--- config.mk ---
export PLATFORM = sky130hd
export DESIGN_NAME = ufb_top
export DESIGN_NICKNAME = d
export VERILOG_FILES = /design/src/logic/ufb_pkg.sv /design/src/logic/ufb_baud_gen.sv /design/src/logic/ufb_tx_shift.sv /design/src/logic/ufb_top.sv
export SDC_FILE = /design/constraint.sdc
export NUM_CORES = 1
export LEC_CHECK = 0
export ABC_AREA = 1
export ABC_CLOCK_PERIOD_IN_PS = 2000
export BUFFER_PORTS_ARGS = -buffer_cell sky130_fd_sc_hd__buf_2
export CAP_MARGIN = 20
export CORE_UTILIZATION = 51
export DETAILED_ROUTE_END_ITERATION = 16
export PLACE_DENSITY_LB_ADDON = 0.05
export REMOVE_ABC_BUFFERS = 1
export SETUP_SLACK_MARGIN = 0.3
export SYNTH_ARGS = -nofsm -noshare
export SYNTH_HDL_FRONTEND = slang
export SYNTH_SLANG_ARGS = --single-unit
--- constraint.sdc ---
create_clock -name aclk -period 2 [get_ports aclk]
set_input_delay 0.1 -clock aclk [delete_from_list [all_inputs] [get_ports aclk]]
set_output_delay 0.1 -clock aclk [all_outputs]
set_load 0.005 [all_outputs]
--- src/logic/ufb_pkg.sv ---
package ufb_pkg;
  // ************************************************************
  // register map and field positions
  // ************************************************************
  localparam logic [7:0] OFF_FRAME = 8'h00;
  localparam logic [7:0] OFF_DIV_HI = 8'h04;
  localparam logic [7:0] OFF_DIV_LO = 8'h08;
  localparam logic [7:0] OFF_CTRL_B = 8'h0c;
  localparam logic [7:0] OFF_STAT = 8'h10;
  localparam logic [7:0] OFF_TX = 8'h14;
  localparam logic [7:0] OFF_RX = 8'h18;
  localparam logic [7:0] FRAME_RST = 8'h06;
  localparam logic [3:0] DIV_HI_RST = 4'h0;
  localparam logic [7:0] DIV_LO_RST = 8'h00;
  localparam logic [7:0] CTRL_B_RST = 8'h00;
  localparam logic [7:0] CTRL_B_MASK = 8'h1c;
  localparam int FRM_POL = 0;
  localparam int FRM_CSZ = 1;
  localparam int FRM_STOP = 3;
  localparam int FRM_MODE = 6;
  localparam int CB_CSZ_TOP = 2;
  localparam int CB_TX_EN = 3;
  localparam int CB_RX_EN = 4;
  localparam int ST_DBL = 1;
  localparam int ST_FERR = 4;
  localparam int ST_TXBUSY = 6;
  localparam int ST_RXFULL = 7;
  localparam logic [1:0] MODE_SYNC = 2'h1;
  localparam logic [1:0] RESP_OKAY = 2'h0;
  localparam logic [1:0] RESP_SLVERR = 2'h2;
  // ************************************************************
  // baud timing: oversample factor minus one, and half of it
  // ************************************************************
  localparam logic [3:0] FAC_NORM_M1 = 4'hf;
  localparam logic [3:0] FAC_DBL_M1 = 4'h7;
  localparam logic [3:0] HALF_NORM_M1 = 4'h7;
  localparam logic [3:0] HALF_DBL_M1 = 4'h3;

  // reserved codes fall back to eight bits
  function automatic logic [3:0] char_bits(input logic [2:0] code);
    unique case (code)
      3'h0: char_bits = 4'h5;
      3'h1: char_bits = 4'h6;
      3'h2: char_bits = 4'h7;
      3'h7: char_bits = 4'h9;
      default: char_bits = 4'h8;
    endcase
  endfunction
endpackage

--- src/logic/ufb_baud_gen.sv ---
`timescale 1ns/1ns
module ufb_baud_gen import ufb_pkg::*; #(
  parameter int DIV_W = 12
) (
  input wire logic aclk,
  input wire logic aresetn,
  input wire logic [DIV_W-1:0] divisor,
  input wire logic load,
  input wire logic double_speed,
  input wire logic sync_mode,
  output logic os_tick,
  output logic bit_tick,
  output logic xck,
  output logic xck_rise,
  output logic xck_fall
);
  if (DIV_W < 1 || DIV_W > 16) begin : g_check
    $error("divisor width out of range");
  end

  logic [DIV_W-1:0] cnt_r;
  logic [3:0] fac_r;
  wire logic [3:0] fac_m1 = (double_speed && !sync_mode) ? FAC_DBL_M1 : FAC_NORM_M1;
  wire logic cnt_zero = (cnt_r == '0);

  always_ff @(posedge aclk) begin
    if (!aresetn) begin
      cnt_r <= '0;
      os_tick <= 1'b0;
    end else begin
      cnt_r <= (load || cnt_zero) ? divisor : cnt_r - 1'b1;
      os_tick <= cnt_zero && !load;
    end
  end

  always_ff @(posedge aclk) begin
    if (!aresetn) begin
      fac_r <= FAC_NORM_M1;
      bit_tick <= 1'b0;
    end else begin
      if (load) begin
        fac_r <= fac_m1;
      end else if (os_tick) begin
        fac_r <= (fac_r == 4'h0) ? fac_m1 : fac_r - 4'h1;
      end
      bit_tick <= os_tick && fac_r == 4'h0 && !sync_mode && !load;
    end
  end

  // synchronous clock: half period is one prescaler period
  always_ff @(posedge aclk) begin
    if (!aresetn) begin
      xck <= 1'b0;
      xck_rise <= 1'b0;
      xck_fall <= 1'b0;
    end else begin
      xck <= sync_mode && (os_tick ? !xck : xck);
      xck_rise <= sync_mode && os_tick && !xck;
      xck_fall <= sync_mode && os_tick && xck;
    end
  end
endmodule

--- src/logic/ufb_tx_shift.sv ---
`timescale 1ns/1ns
module ufb_tx_shift import ufb_pkg::*; (
  input wire logic aclk,
  input wire logic aresetn,
  input wire logic start,
  input wire logic [8:0] data,
  input wire logic [3:0] nbits,
  input wire logic two_stop,
  input wire logic tick,
  output logic txd,
  output logic busy
);
  typedef enum logic [1:0] {TX_IDLE = 2'b01, TX_SEND = 2'b10} ufb_tx_e;
  ufb_tx_e state_r;
  logic [11:0] sh_r;
  logic [3:0] rem_r;

  // unused upper data bits are forced high so they merge into the stop bits
  wire logic [8:0] keep_mask = ~(9'h1ff << nbits);
  wire logic [11:0] frame_load = {2'h3, data | ~keep_mask, 1'b0};
  wire logic [3:0] frame_len = 4'h1 + nbits + (two_stop ? 4'h2 : 4'h1);

  assign busy = (state_r == TX_SEND);

  always_ff @(posedge aclk) begin
    if (!aresetn) begin
      state_r <= TX_IDLE;
      sh_r <= 12'hfff;
      rem_r <= 4'h0;
      txd <= 1'b1;
    end else begin
      unique case (state_r)
        TX_IDLE: begin
          if (start) begin
            sh_r <= frame_load;
            rem_r <= frame_len;
            state_r <= TX_SEND;
          end
        end
        TX_SEND: begin
          if (tick && rem_r == 4'h0) begin
            state_r <= TX_IDLE;
          end else if (tick) begin
            txd <= sh_r[0];
            sh_r <= {1'b1, sh_r[11:1]};
            rem_r <= rem_r - 4'h1;
          end
        end
      endcase
    end
  end
endmodule

--- src/logic/ufb_top.sv ---
// Implementation choices: the register offsets and the AXI4-Lite register port.
`timescale 1ns/1ns
// Operation
// - transmitter sends one or two stop bits
// - receiver ignores the stop-bit select
// - three-bit code sets five to nine bits
// - polarity picks output-change and sample edges
// - divisor is twelve bits, high nibble plus byte
// - low byte write reloads the prescaler at once
// - double speed halves the oversample factor
module ufb_top import ufb_pkg::*; #(
  parameter int ADDR_W = 8
) (
  input wire logic aclk,
  input wire logic aresetn,
  input wire logic s_axi_awvalid,
  output logic s_axi_awready,
  input wire logic [ADDR_W-1:0] s_axi_awaddr,
  input wire logic s_axi_wvalid,
  output logic s_axi_wready,
  input wire logic [31:0] s_axi_wdata,
  input wire logic [3:0] s_axi_wstrb,
  output logic s_axi_bvalid,
  input wire logic s_axi_bready,
  output logic [1:0] s_axi_bresp,
  input wire logic s_axi_arvalid,
  output logic s_axi_arready,
  input wire logic [ADDR_W-1:0] s_axi_araddr,
  output logic s_axi_rvalid,
  input wire logic s_axi_rready,
  output logic [31:0] s_axi_rdata,
  output logic [1:0] s_axi_rresp,
  input wire logic serial_in_pin,
  output logic serial_out_pin,
  output logic sync_serial_clock
);
  if (ADDR_W < 8 || ADDR_W > 32) begin : g_check
    $error("address width out of range");
  end

  typedef enum logic [3:0] {
    RX_IDLE = 4'b0001, RX_START = 4'b0010, RX_DATA = 4'b0100, RX_STOP = 4'b1000
  } ufb_rx_e;

  function automatic logic is_mapped(input logic [ADDR_W-1:0] a);
    // a shift rather than a part-select keeps the default eight-bit address legal
    is_mapped = ((a >> 8) == '0) && (a[7:0] <= OFF_RX) && (a[1:0] == 2'h0);
  endfunction

  // ************************************************************
  // bus slave
  // ************************************************************
  logic aw_full_r, w_full_r, awready_r, wready_r, bvalid_r, arready_r, rvalid_r;
  logic [ADDR_W-1:0] aw_addr_r, rd_addr_r;
  logic [31:0] w_data_r, rdata_r, rd_word;
  logic w_strb0_r;
  logic [1:0] bresp_r, rresp_r;

  wire logic aw_fire = s_axi_awvalid && awready_r;
  wire logic w_fire = s_axi_wvalid && wready_r;
  wire logic b_fire = bvalid_r && s_axi_bready;
  wire logic ar_fire = s_axi_arvalid && arready_r;
  wire logic do_write = aw_full_r && w_full_r && !bvalid_r;
  wire logic aw_full_nxt = aw_fire || (aw_full_r && !b_fire);
  wire logic w_full_nxt = w_fire || (w_full_r && !b_fire);
  wire logic bvalid_nxt = do_write || (bvalid_r && !s_axi_bready);
  wire logic rvalid_nxt = ar_fire || (rvalid_r && !s_axi_rready);
  wire logic wr_ok = do_write && w_strb0_r && is_mapped(aw_addr_r);

  wire logic wr_frame = wr_ok && aw_addr_r[7:0] == OFF_FRAME;
  wire logic wr_hi = wr_ok && aw_addr_r[7:0] == OFF_DIV_HI;
  wire logic wr_lo = wr_ok && aw_addr_r[7:0] == OFF_DIV_LO;
  wire logic wr_ctrl = wr_ok && aw_addr_r[7:0] == OFF_CTRL_B;
  wire logic wr_stat = wr_ok && aw_addr_r[7:0] == OFF_STAT;
  wire logic wr_tx = wr_ok && aw_addr_r[7:0] == OFF_TX;
  wire logic rd_rx = ar_fire && s_axi_araddr == ADDR_W'(OFF_RX);

  always_ff @(posedge aclk) begin
    if (!aresetn) begin
      aw_full_r <= 1'b0;
      w_full_r <= 1'b0;
      awready_r <= 1'b0;
      wready_r <= 1'b0;
      bvalid_r <= 1'b0;
      bresp_r <= RESP_OKAY;
    end else begin
      aw_full_r <= aw_full_nxt;
      w_full_r <= w_full_nxt;
      awready_r <= !aw_full_nxt;
      wready_r <= !w_full_nxt;
      bvalid_r <= bvalid_nxt;
      if (do_write) begin
        bresp_r <= is_mapped(aw_addr_r) ? RESP_OKAY : RESP_SLVERR;
      end
    end
  end

  always_ff @(posedge aclk) begin
    if (!aresetn) begin
      aw_addr_r <= '0;
      w_data_r <= 32'h0;
      w_strb0_r <= 1'b0;
    end else begin
      if (aw_fire) aw_addr_r <= s_axi_awaddr;
      if (w_fire) w_data_r <= s_axi_wdata;
      if (w_fire) w_strb0_r <= s_axi_wstrb[0];
    end
  end

  always_ff @(posedge aclk) begin
    if (!aresetn) begin
      arready_r <= 1'b0;
      rvalid_r <= 1'b0;
      rdata_r <= 32'h0;
      rresp_r <= RESP_OKAY;
      rd_addr_r <= '0;
    end else begin
      arready_r <= !rvalid_nxt;
      rvalid_r <= rvalid_nxt;
      if (ar_fire) begin
        rdata_r <= rd_word;
        rresp_r <= is_mapped(s_axi_araddr) ? RESP_OKAY : RESP_SLVERR;
        rd_addr_r <= s_axi_araddr;
      end
    end
  end

  assign s_axi_awready = awready_r;
  assign s_axi_wready = wready_r;
  assign s_axi_bvalid = bvalid_r;
  assign s_axi_bresp = bresp_r;
  assign s_axi_arready = arready_r;
  assign s_axi_rvalid = rvalid_r;
  assign s_axi_rdata = rdata_r;
  assign s_axi_rresp = rresp_r;

  // ************************************************************
  // configuration registers
  // ************************************************************
  logic [7:0] frame_r, div_lo_r, ctrl_b_r;
  logic [3:0] div_hi_r;
  logic dbl_r;

  always_ff @(posedge aclk) begin
    if (!aresetn) begin
      frame_r <= FRAME_RST;
      div_hi_r <= DIV_HI_RST;
      div_lo_r <= DIV_LO_RST;
      ctrl_b_r <= CTRL_B_RST;
      dbl_r <= 1'b0;
    end else begin
      if (wr_frame) frame_r <= w_data_r[7:0];
      if (wr_hi) div_hi_r <= w_data_r[3:0];
      if (wr_lo) div_lo_r <= w_data_r[7:0];
      if (wr_ctrl) ctrl_b_r <= w_data_r[7:0] & CTRL_B_MASK;
      if (wr_stat) dbl_r <= w_data_r[ST_DBL];
    end
  end

  wire logic sync_mode = frame_r[FRM_MODE+1:FRM_MODE] == MODE_SYNC;
  wire logic pol = frame_r[FRM_POL];
  wire logic two_stop = frame_r[FRM_STOP];
  wire logic tx_en = ctrl_b_r[CB_TX_EN];
  wire logic rx_en = ctrl_b_r[CB_RX_EN];
  wire logic [3:0] nbits = char_bits({ctrl_b_r[CB_CSZ_TOP], frame_r[FRM_CSZ+1:FRM_CSZ]});
  // the new low byte is handed over in the same cycle the reload fires
  wire logic [11:0] divisor = {div_hi_r, wr_lo ? w_data_r[7:0] : div_lo_r};

  // ************************************************************
  // baud generation and transmitter
  // ************************************************************
  logic os_tick, bit_tick, xck, xck_rise, xck_fall, tx_busy, txd;

  ufb_baud_gen #(.DIV_W(12)) u_baud (
    .aclk(aclk),
    .aresetn(aresetn),
    .divisor(divisor),
    .load(wr_lo),
    .double_speed(dbl_r),
    .sync_mode(sync_mode),
    .os_tick(os_tick),
    .bit_tick(bit_tick),
    .xck(xck),
    .xck_rise(xck_rise),
    .xck_fall(xck_fall)
  );

  wire logic tx_tick = sync_mode ? (pol ? xck_fall : xck_rise) : bit_tick;
  wire logic rx_edge = pol ? xck_rise : xck_fall;

  ufb_tx_shift u_tx (
    .aclk(aclk),
    .aresetn(aresetn),
    .start(wr_tx && tx_en && !tx_busy),
    .data(w_data_r[8:0]),
    .nbits(nbits),
    .two_stop(two_stop),
    .tick(tx_tick),
    .txd(txd),
    .busy(tx_busy)
  );

  assign serial_out_pin = txd;
  assign sync_serial_clock = xck;

  // ************************************************************
  // receiver
  // ************************************************************
  logic rxd_s1, rxd_s2, rxd_s3, rxd_q;
  ufb_rx_e rx_state_r;
  logic [3:0] rcnt_r, rx_idx_r;
  logic [8:0] rsh_r, rx_data_r;
  logic rx_full_r, ferr_r;

  // a change is believed once the last two stages agree
  always_ff @(posedge aclk) begin
    if (!aresetn) begin
      rxd_s1 <= 1'b1;
      rxd_s2 <= 1'b1;
      rxd_s3 <= 1'b1;
      rxd_q <= 1'b1;
    end else begin
      rxd_s1 <= serial_in_pin;
      rxd_s2 <= rxd_s1;
      rxd_s3 <= rxd_s2;
      if (rxd_s2 == rxd_s3) rxd_q <= rxd_s3;
    end
  end

  wire logic dbl_eff = dbl_r && !sync_mode;
  wire logic [3:0] fac_m1 = dbl_eff ? FAC_DBL_M1 : FAC_NORM_M1;
  wire logic [3:0] half_m1 = dbl_eff ? HALF_DBL_M1 : HALF_NORM_M1;
  wire logic rx_adv = sync_mode ? rx_edge : (os_tick && rcnt_r == 4'h0);
  wire logic rx_go = rx_en && !rxd_q && (sync_mode ? rx_edge : os_tick);
  wire logic rx_set = rx_state_r == RX_STOP && rx_adv;

  always_ff @(posedge aclk) begin
    if (!aresetn) begin
      rcnt_r <= HALF_NORM_M1;
    end else if (rx_state_r == RX_IDLE) begin
      rcnt_r <= half_m1;
    end else if (os_tick) begin
      rcnt_r <= (rcnt_r == 4'h0) ? fac_m1 : rcnt_r - 4'h1;
    end
  end

  always_ff @(posedge aclk) begin
    if (!aresetn || !rx_en) begin
      rx_state_r <= RX_IDLE;
      rx_idx_r <= 4'h0;
      rsh_r <= 9'h0;
    end else begin
      unique case (rx_state_r)
        RX_IDLE: begin
          if (rx_go) rx_state_r <= sync_mode ? RX_DATA : RX_START;
          rx_idx_r <= 4'h0;
          rsh_r <= 9'h0;
        end
        RX_START: begin
          // a start bit gone high at mid-bit was a glitch
          if (rx_adv) rx_state_r <= rxd_q ? RX_IDLE : RX_DATA;
        end
        RX_DATA: begin
          if (rx_adv) begin
            rsh_r[rx_idx_r] <= rxd_q;
            rx_idx_r <= rx_idx_r + 4'h1;
            if (rx_idx_r == nbits - 4'h1) rx_state_r <= RX_STOP;
          end
        end
        RX_STOP: begin
          if (rx_adv) rx_state_r <= RX_IDLE;
        end
      endcase
    end
  end

  // a frame landing in the cycle its flag is read still raises the flag
  always_ff @(posedge aclk) begin
    if (!aresetn) begin
      rx_full_r <= 1'b0;
      ferr_r <= 1'b0;
      rx_data_r <= 9'h0;
    end else begin
      rx_full_r <= rx_set || (rx_full_r && !rd_rx);
      if (rx_set) begin
        rx_data_r <= rsh_r;
        ferr_r <= !rxd_q;
      end
    end
  end

  // ************************************************************
  // read data
  // ************************************************************
  logic [7:0] status_w;
  always_comb begin
    status_w = 8'h00;
    status_w[ST_DBL] = dbl_r;
    status_w[ST_FERR] = ferr_r;
    status_w[ST_TXBUSY] = tx_busy;
    status_w[ST_RXFULL] = rx_full_r;
  end

  wire logic [7:0] ra = s_axi_araddr[7:0];
  assign rd_word = !is_mapped(s_axi_araddr) ? 32'h0 :
                   ra == OFF_FRAME ? {24'h0, frame_r} :
                   ra == OFF_DIV_HI ? {28'h0, div_hi_r} :
                   ra == OFF_DIV_LO ? {24'h0, div_lo_r} :
                   ra == OFF_CTRL_B ? {24'h0, ctrl_b_r} :
                   ra == OFF_STAT ? {24'h0, status_w} :
                   ra == OFF_RX ? {23'h0, rx_data_r} : 32'h0;
endmodule

==> results.ini <==
[die]
core_sq_um = 12600
rows = 41
ios = 103
dieArea_sq_um = 13400
start_util_pct = 52.4
die_h_um = 116
die_w_um = 116

[detailed_routing]
viasPerCell = 5.12
route.detailed.drc = 0
vias = 6321
ant_nets = 0
wl_per_cell_um = 13.8
drt-total-wl_um = 17000
drt-initial-drc-count = 515
drt_pass1_iterations = 7

[grt]
antenna_found_initial = 0
grt_start_max_net_pins = 47
grt.total_usage_pct = 25.0
grt_overflow = 0
grt_pass1_wl_um = 25800
grt_pass1_vias = 5346

[place]
dp.cells = 1154
place.detailed.hpwl_um = 11500
port_buffers = 51
placed_cell_area_sq_um = 7050
post-place-ws_ns = 0.0342
place_congestion = 0.888

[pwr]
power_mw = 7.68
p_leak_nw = 3.67
seqPwrFrac_pct = 39.1
power_switching_mw = 2.22
p_int_mw = 5.46
power_density_nw_per_um2 = 912
switching_share_pct = 29.0
vdd_drop_max_v = 0.000622
p_clk_share_pct = 40.8
combPwrFrac_pct = 20.0

[yosys]
synth_area_sq_um = 6620
syn_inst = 934
ys_types = 42
seq_area_frac_synth_pct = 40.5
synth.area.top_cells = dfxtp_1 41%, nand2_1 11%, nor2_1 6.5%
avgSynthCellArea_sq_um = 7.09
synth_top_area_share_pct = 40.5
synth_seq_cells = 134
ys_warn_count = 0
synth_top_area_cell = dfxtp_1

[finish]
stdcell_area_sq_um = 8430
antenna_cells = 0
layout.cells.non_filler = 1234
drive_gt1_share_pct = 21.9
nets = 1124
syn2layout_area_growth_pct = 27.3
utilization_pct = 66.8

[sta]
period_needed_ns = 1.77
finalCritPeriodShare_pct = 88.6
rsz0062_at_grt = true
hold_viol_final = 0
worst_slack_ns = 0.228
drv_slew = 0
slew_headroom_pct = 61.3
max_slew.worst_pin.slew_ns = 0.579
skew_ns = 0.00690
report.final.setup_viol = 0
max_freq_mhz = 564
tns_ns = 0
hold_slack_ns = 0.00569

[setup_path]
start_kind = register
reg2reg_depth = 15
r2r-start = frame_r[1]
cpMostUsedCell = buf_4
required_ns = 2.35
path_max_fanout = 5
path_class = register to register
critPathMaxStageDelay_ns = 0.37
critPathCaptureType = register
worstReg2RegEnd = rx_state_r[2]
worstPathCellList = nand2_4 > inv_2 > nand2_2 > buf_4 > buf_4 > buf_4 > buf_4 > buf_6 > nor2_4 > nor2_1 > nand3_2 > nand2_4 > nand3_2 > nand2_1 > a21oi_1
rrSetupSlack_ns = 0.23
slowest_stage = dfxtp_4
cp_data_arrival_time_ns = 2.12

[hold_path]
holdPathStages = 5
hp-start = s_axi_rready
min_to = s_axi_arready
hold_class = input port to register

[clocking]
clock-sinks = 134
htreeDepth = 4
cts_buffer_depth = 2
cts_made_buffers = 17
root_buffer = clkbuf_16
clkLatencyLatePin_ns = 0.42
cts_tree = yes
clkTransAtPathRegs_ns = 0.06

[run_status]
status = completed

[job]
cap_viol_max_count = 0

power groups by stage:
| stage | Combinational [mW] | Clock (mW) | Sequential, mW |
|---|---|---|---|
| 6_report | 1.54 | 3.14 | 3.01 |
| 5_1_grt | 1.75 | 3.30 | 3.03 |
| 2_1_floorplan | 1.05 | 0 | 3.03 |
| 3_3_place_gp | 1.35 | 0 | 3.06 |
| 4_1_cts | 1.42 | 3.16 | 3.00 |
| 3_5_place_dp | 1.36 | 0 | 3.06 |
worst max-delay path: cells and delay by family (launching register included):
| family | cells | cell delay, ns |
|---|---|---|
| simple gates | 8 | 0.53 |
| compound gates | 1 | 0.13 |
| flops | 1 | 0.37 |
| buf+inv | 6 | 0.67 |
sequential cells by signal, summed over array words and instances, names as in the netlist, 2 cells and up:
signal	cells
rx_data_r	9
rsh_r	9
u_tx.rem_r	4
u_baud.fac_r	4
rx_state_r	4
w_data_r	9
rx_idx_r	4
u_tx.state_r	2
div_lo_r	8
ctrl_b_r	3
u_tx.sh_r	10
s_axi_rdata	9
aw_addr_r	8
rcnt_r	4
frame_r	8
u_baud.cnt_r	12
div_hi_r	4
cell families (layout without fill, tap and decap cells):
kind of cell / count (synthesis) / in the layout / share of synthesized area (%)
adders and majority gates: 15 / 15 / 2.95
AOI/OAI and AO/OA: 169 / 169 / 14.1
xor gates and xnor gates: 13 / 13 / 1.72
other: 1 / 25 / 0.0567
buffers and inverters: 149 / 251 / 10.5
and+or+nand+nor: 453 / 455 / 30.1
DFF: 134 / 134 / 40.5
layout by cell type, fill, tap and decap left out, types with 3 or more instances in the layout:
cell	netlist	final
buf_4	26	41
nor2_4	2	6
nand2_4	2	7
o21ai_1	1	6
nand3_2	0	5
dfxtp_2	0	4
a31oi_1	3	3
clkinv_2	0	6
nand2_8	0	4
nand4_1	17	17
inv_2	5	11
nand2_2	7	22
conb_1	1	25
nand3_1	85	79
nand3b_1	4	4
o21ai_0	70	64
ha_4	0	3
ha_1	14	10
nor2_1	115	112
nor2_2	5	4
xor2_1	9	9
nand2_1	194	172
a21oi_2	11	13
dfxtp_1	134	128
clkbuf_8	0	5
dlygate4sd3_1	0	21
nor3_1	10	9
clkbuf_16	0	19
o211ai_1	7	7
buf_2	4	51
xnor2_1	4	4
a21oi_1	68	66
buf_6	3	7
or2_2	8	7
inv_1	88	82
worst max-delay path by stage:
stage / from / endpoint / slack, ns
4_1_cts: frame_r[1] / u_tx.rem_r[2] / 0.21
3_5_place_dp: frame_r[2] / u_tx.rem_r[2] / 0.03
5_1_grt: frame_r[1] / u_tx.rem_r[2] / 0.16
3_3_place_gp: frame_r[2] / u_tx.rem_r[2] / 0.07
6_report: frame_r[1] / rx_state_r[2] / 0.23
2_1_floorplan: aw_addr_r[7] / u_baud.cnt_r[11] / -0.02
layout make-up:
class | count | area, sq um
clock buffer | 23 | 498
clock inverter | 9 | 97.6
fill | 1146 | 4190
inverter | 95 | 359
multi-input combinational | 677 | 3620
sequential | 134 | 2700
tap | 172 | 215
timing repair buffer | 124 | 942
routing by layer:
metal	vias to the layer above	share of wire, %	global-route usage (%)
li1	3244	-	-
met1	2848	47	33.5
met2	203	46	40.2
met3	26	5.4	6.12
met4	0	1.7	6.58
met5	-	0	0
Yosys cell counts:
cell type / count
nand2_1: 194
dfxtp_1: 134
nor2_1: 115
inv_1: 88
nand3_1: 85
o21ai_0: 70
a21oi_1: 68
buf_4: 26
clkbuf_1: 19
nand4_1: 17
ha_1: 14
a21oi_2: 11
nor3_1: 10
xor2_1: 9
or2_2: 8
nand2_2: 7
o211ai_1: 7
inv_2: 5
nor2_2: 5
buf_2: 4
nand3b_1: 4
xnor2_1: 4
a31oi_1: 3
buf_6: 3
clkinv_1: 2
nand2_4: 2
nor2_4: 2
nor3b_1: 2
o21ai_2: 2
o221ai_1: 2
a21o_1: 1
buf_1: 1
buf_8: 1
conb_1: 1
fa_1: 1
nand3_4: 1
nor3_4: 1
o2111ai_1: 1
o21a_1: 1
o21ai_1: 1
o22ai_1: 1
o31ai_1: 1
repair_timing:
item,CTS,global route
buffers inserted,11,12
hold buffers,21,0
endpoints found under the hold margin,19,0
endpoints found under the setup margin,30,66
resized for setup,30,64
gates cloned,0,4
pin swaps,9,29
(Power assumes the default switching activity.)
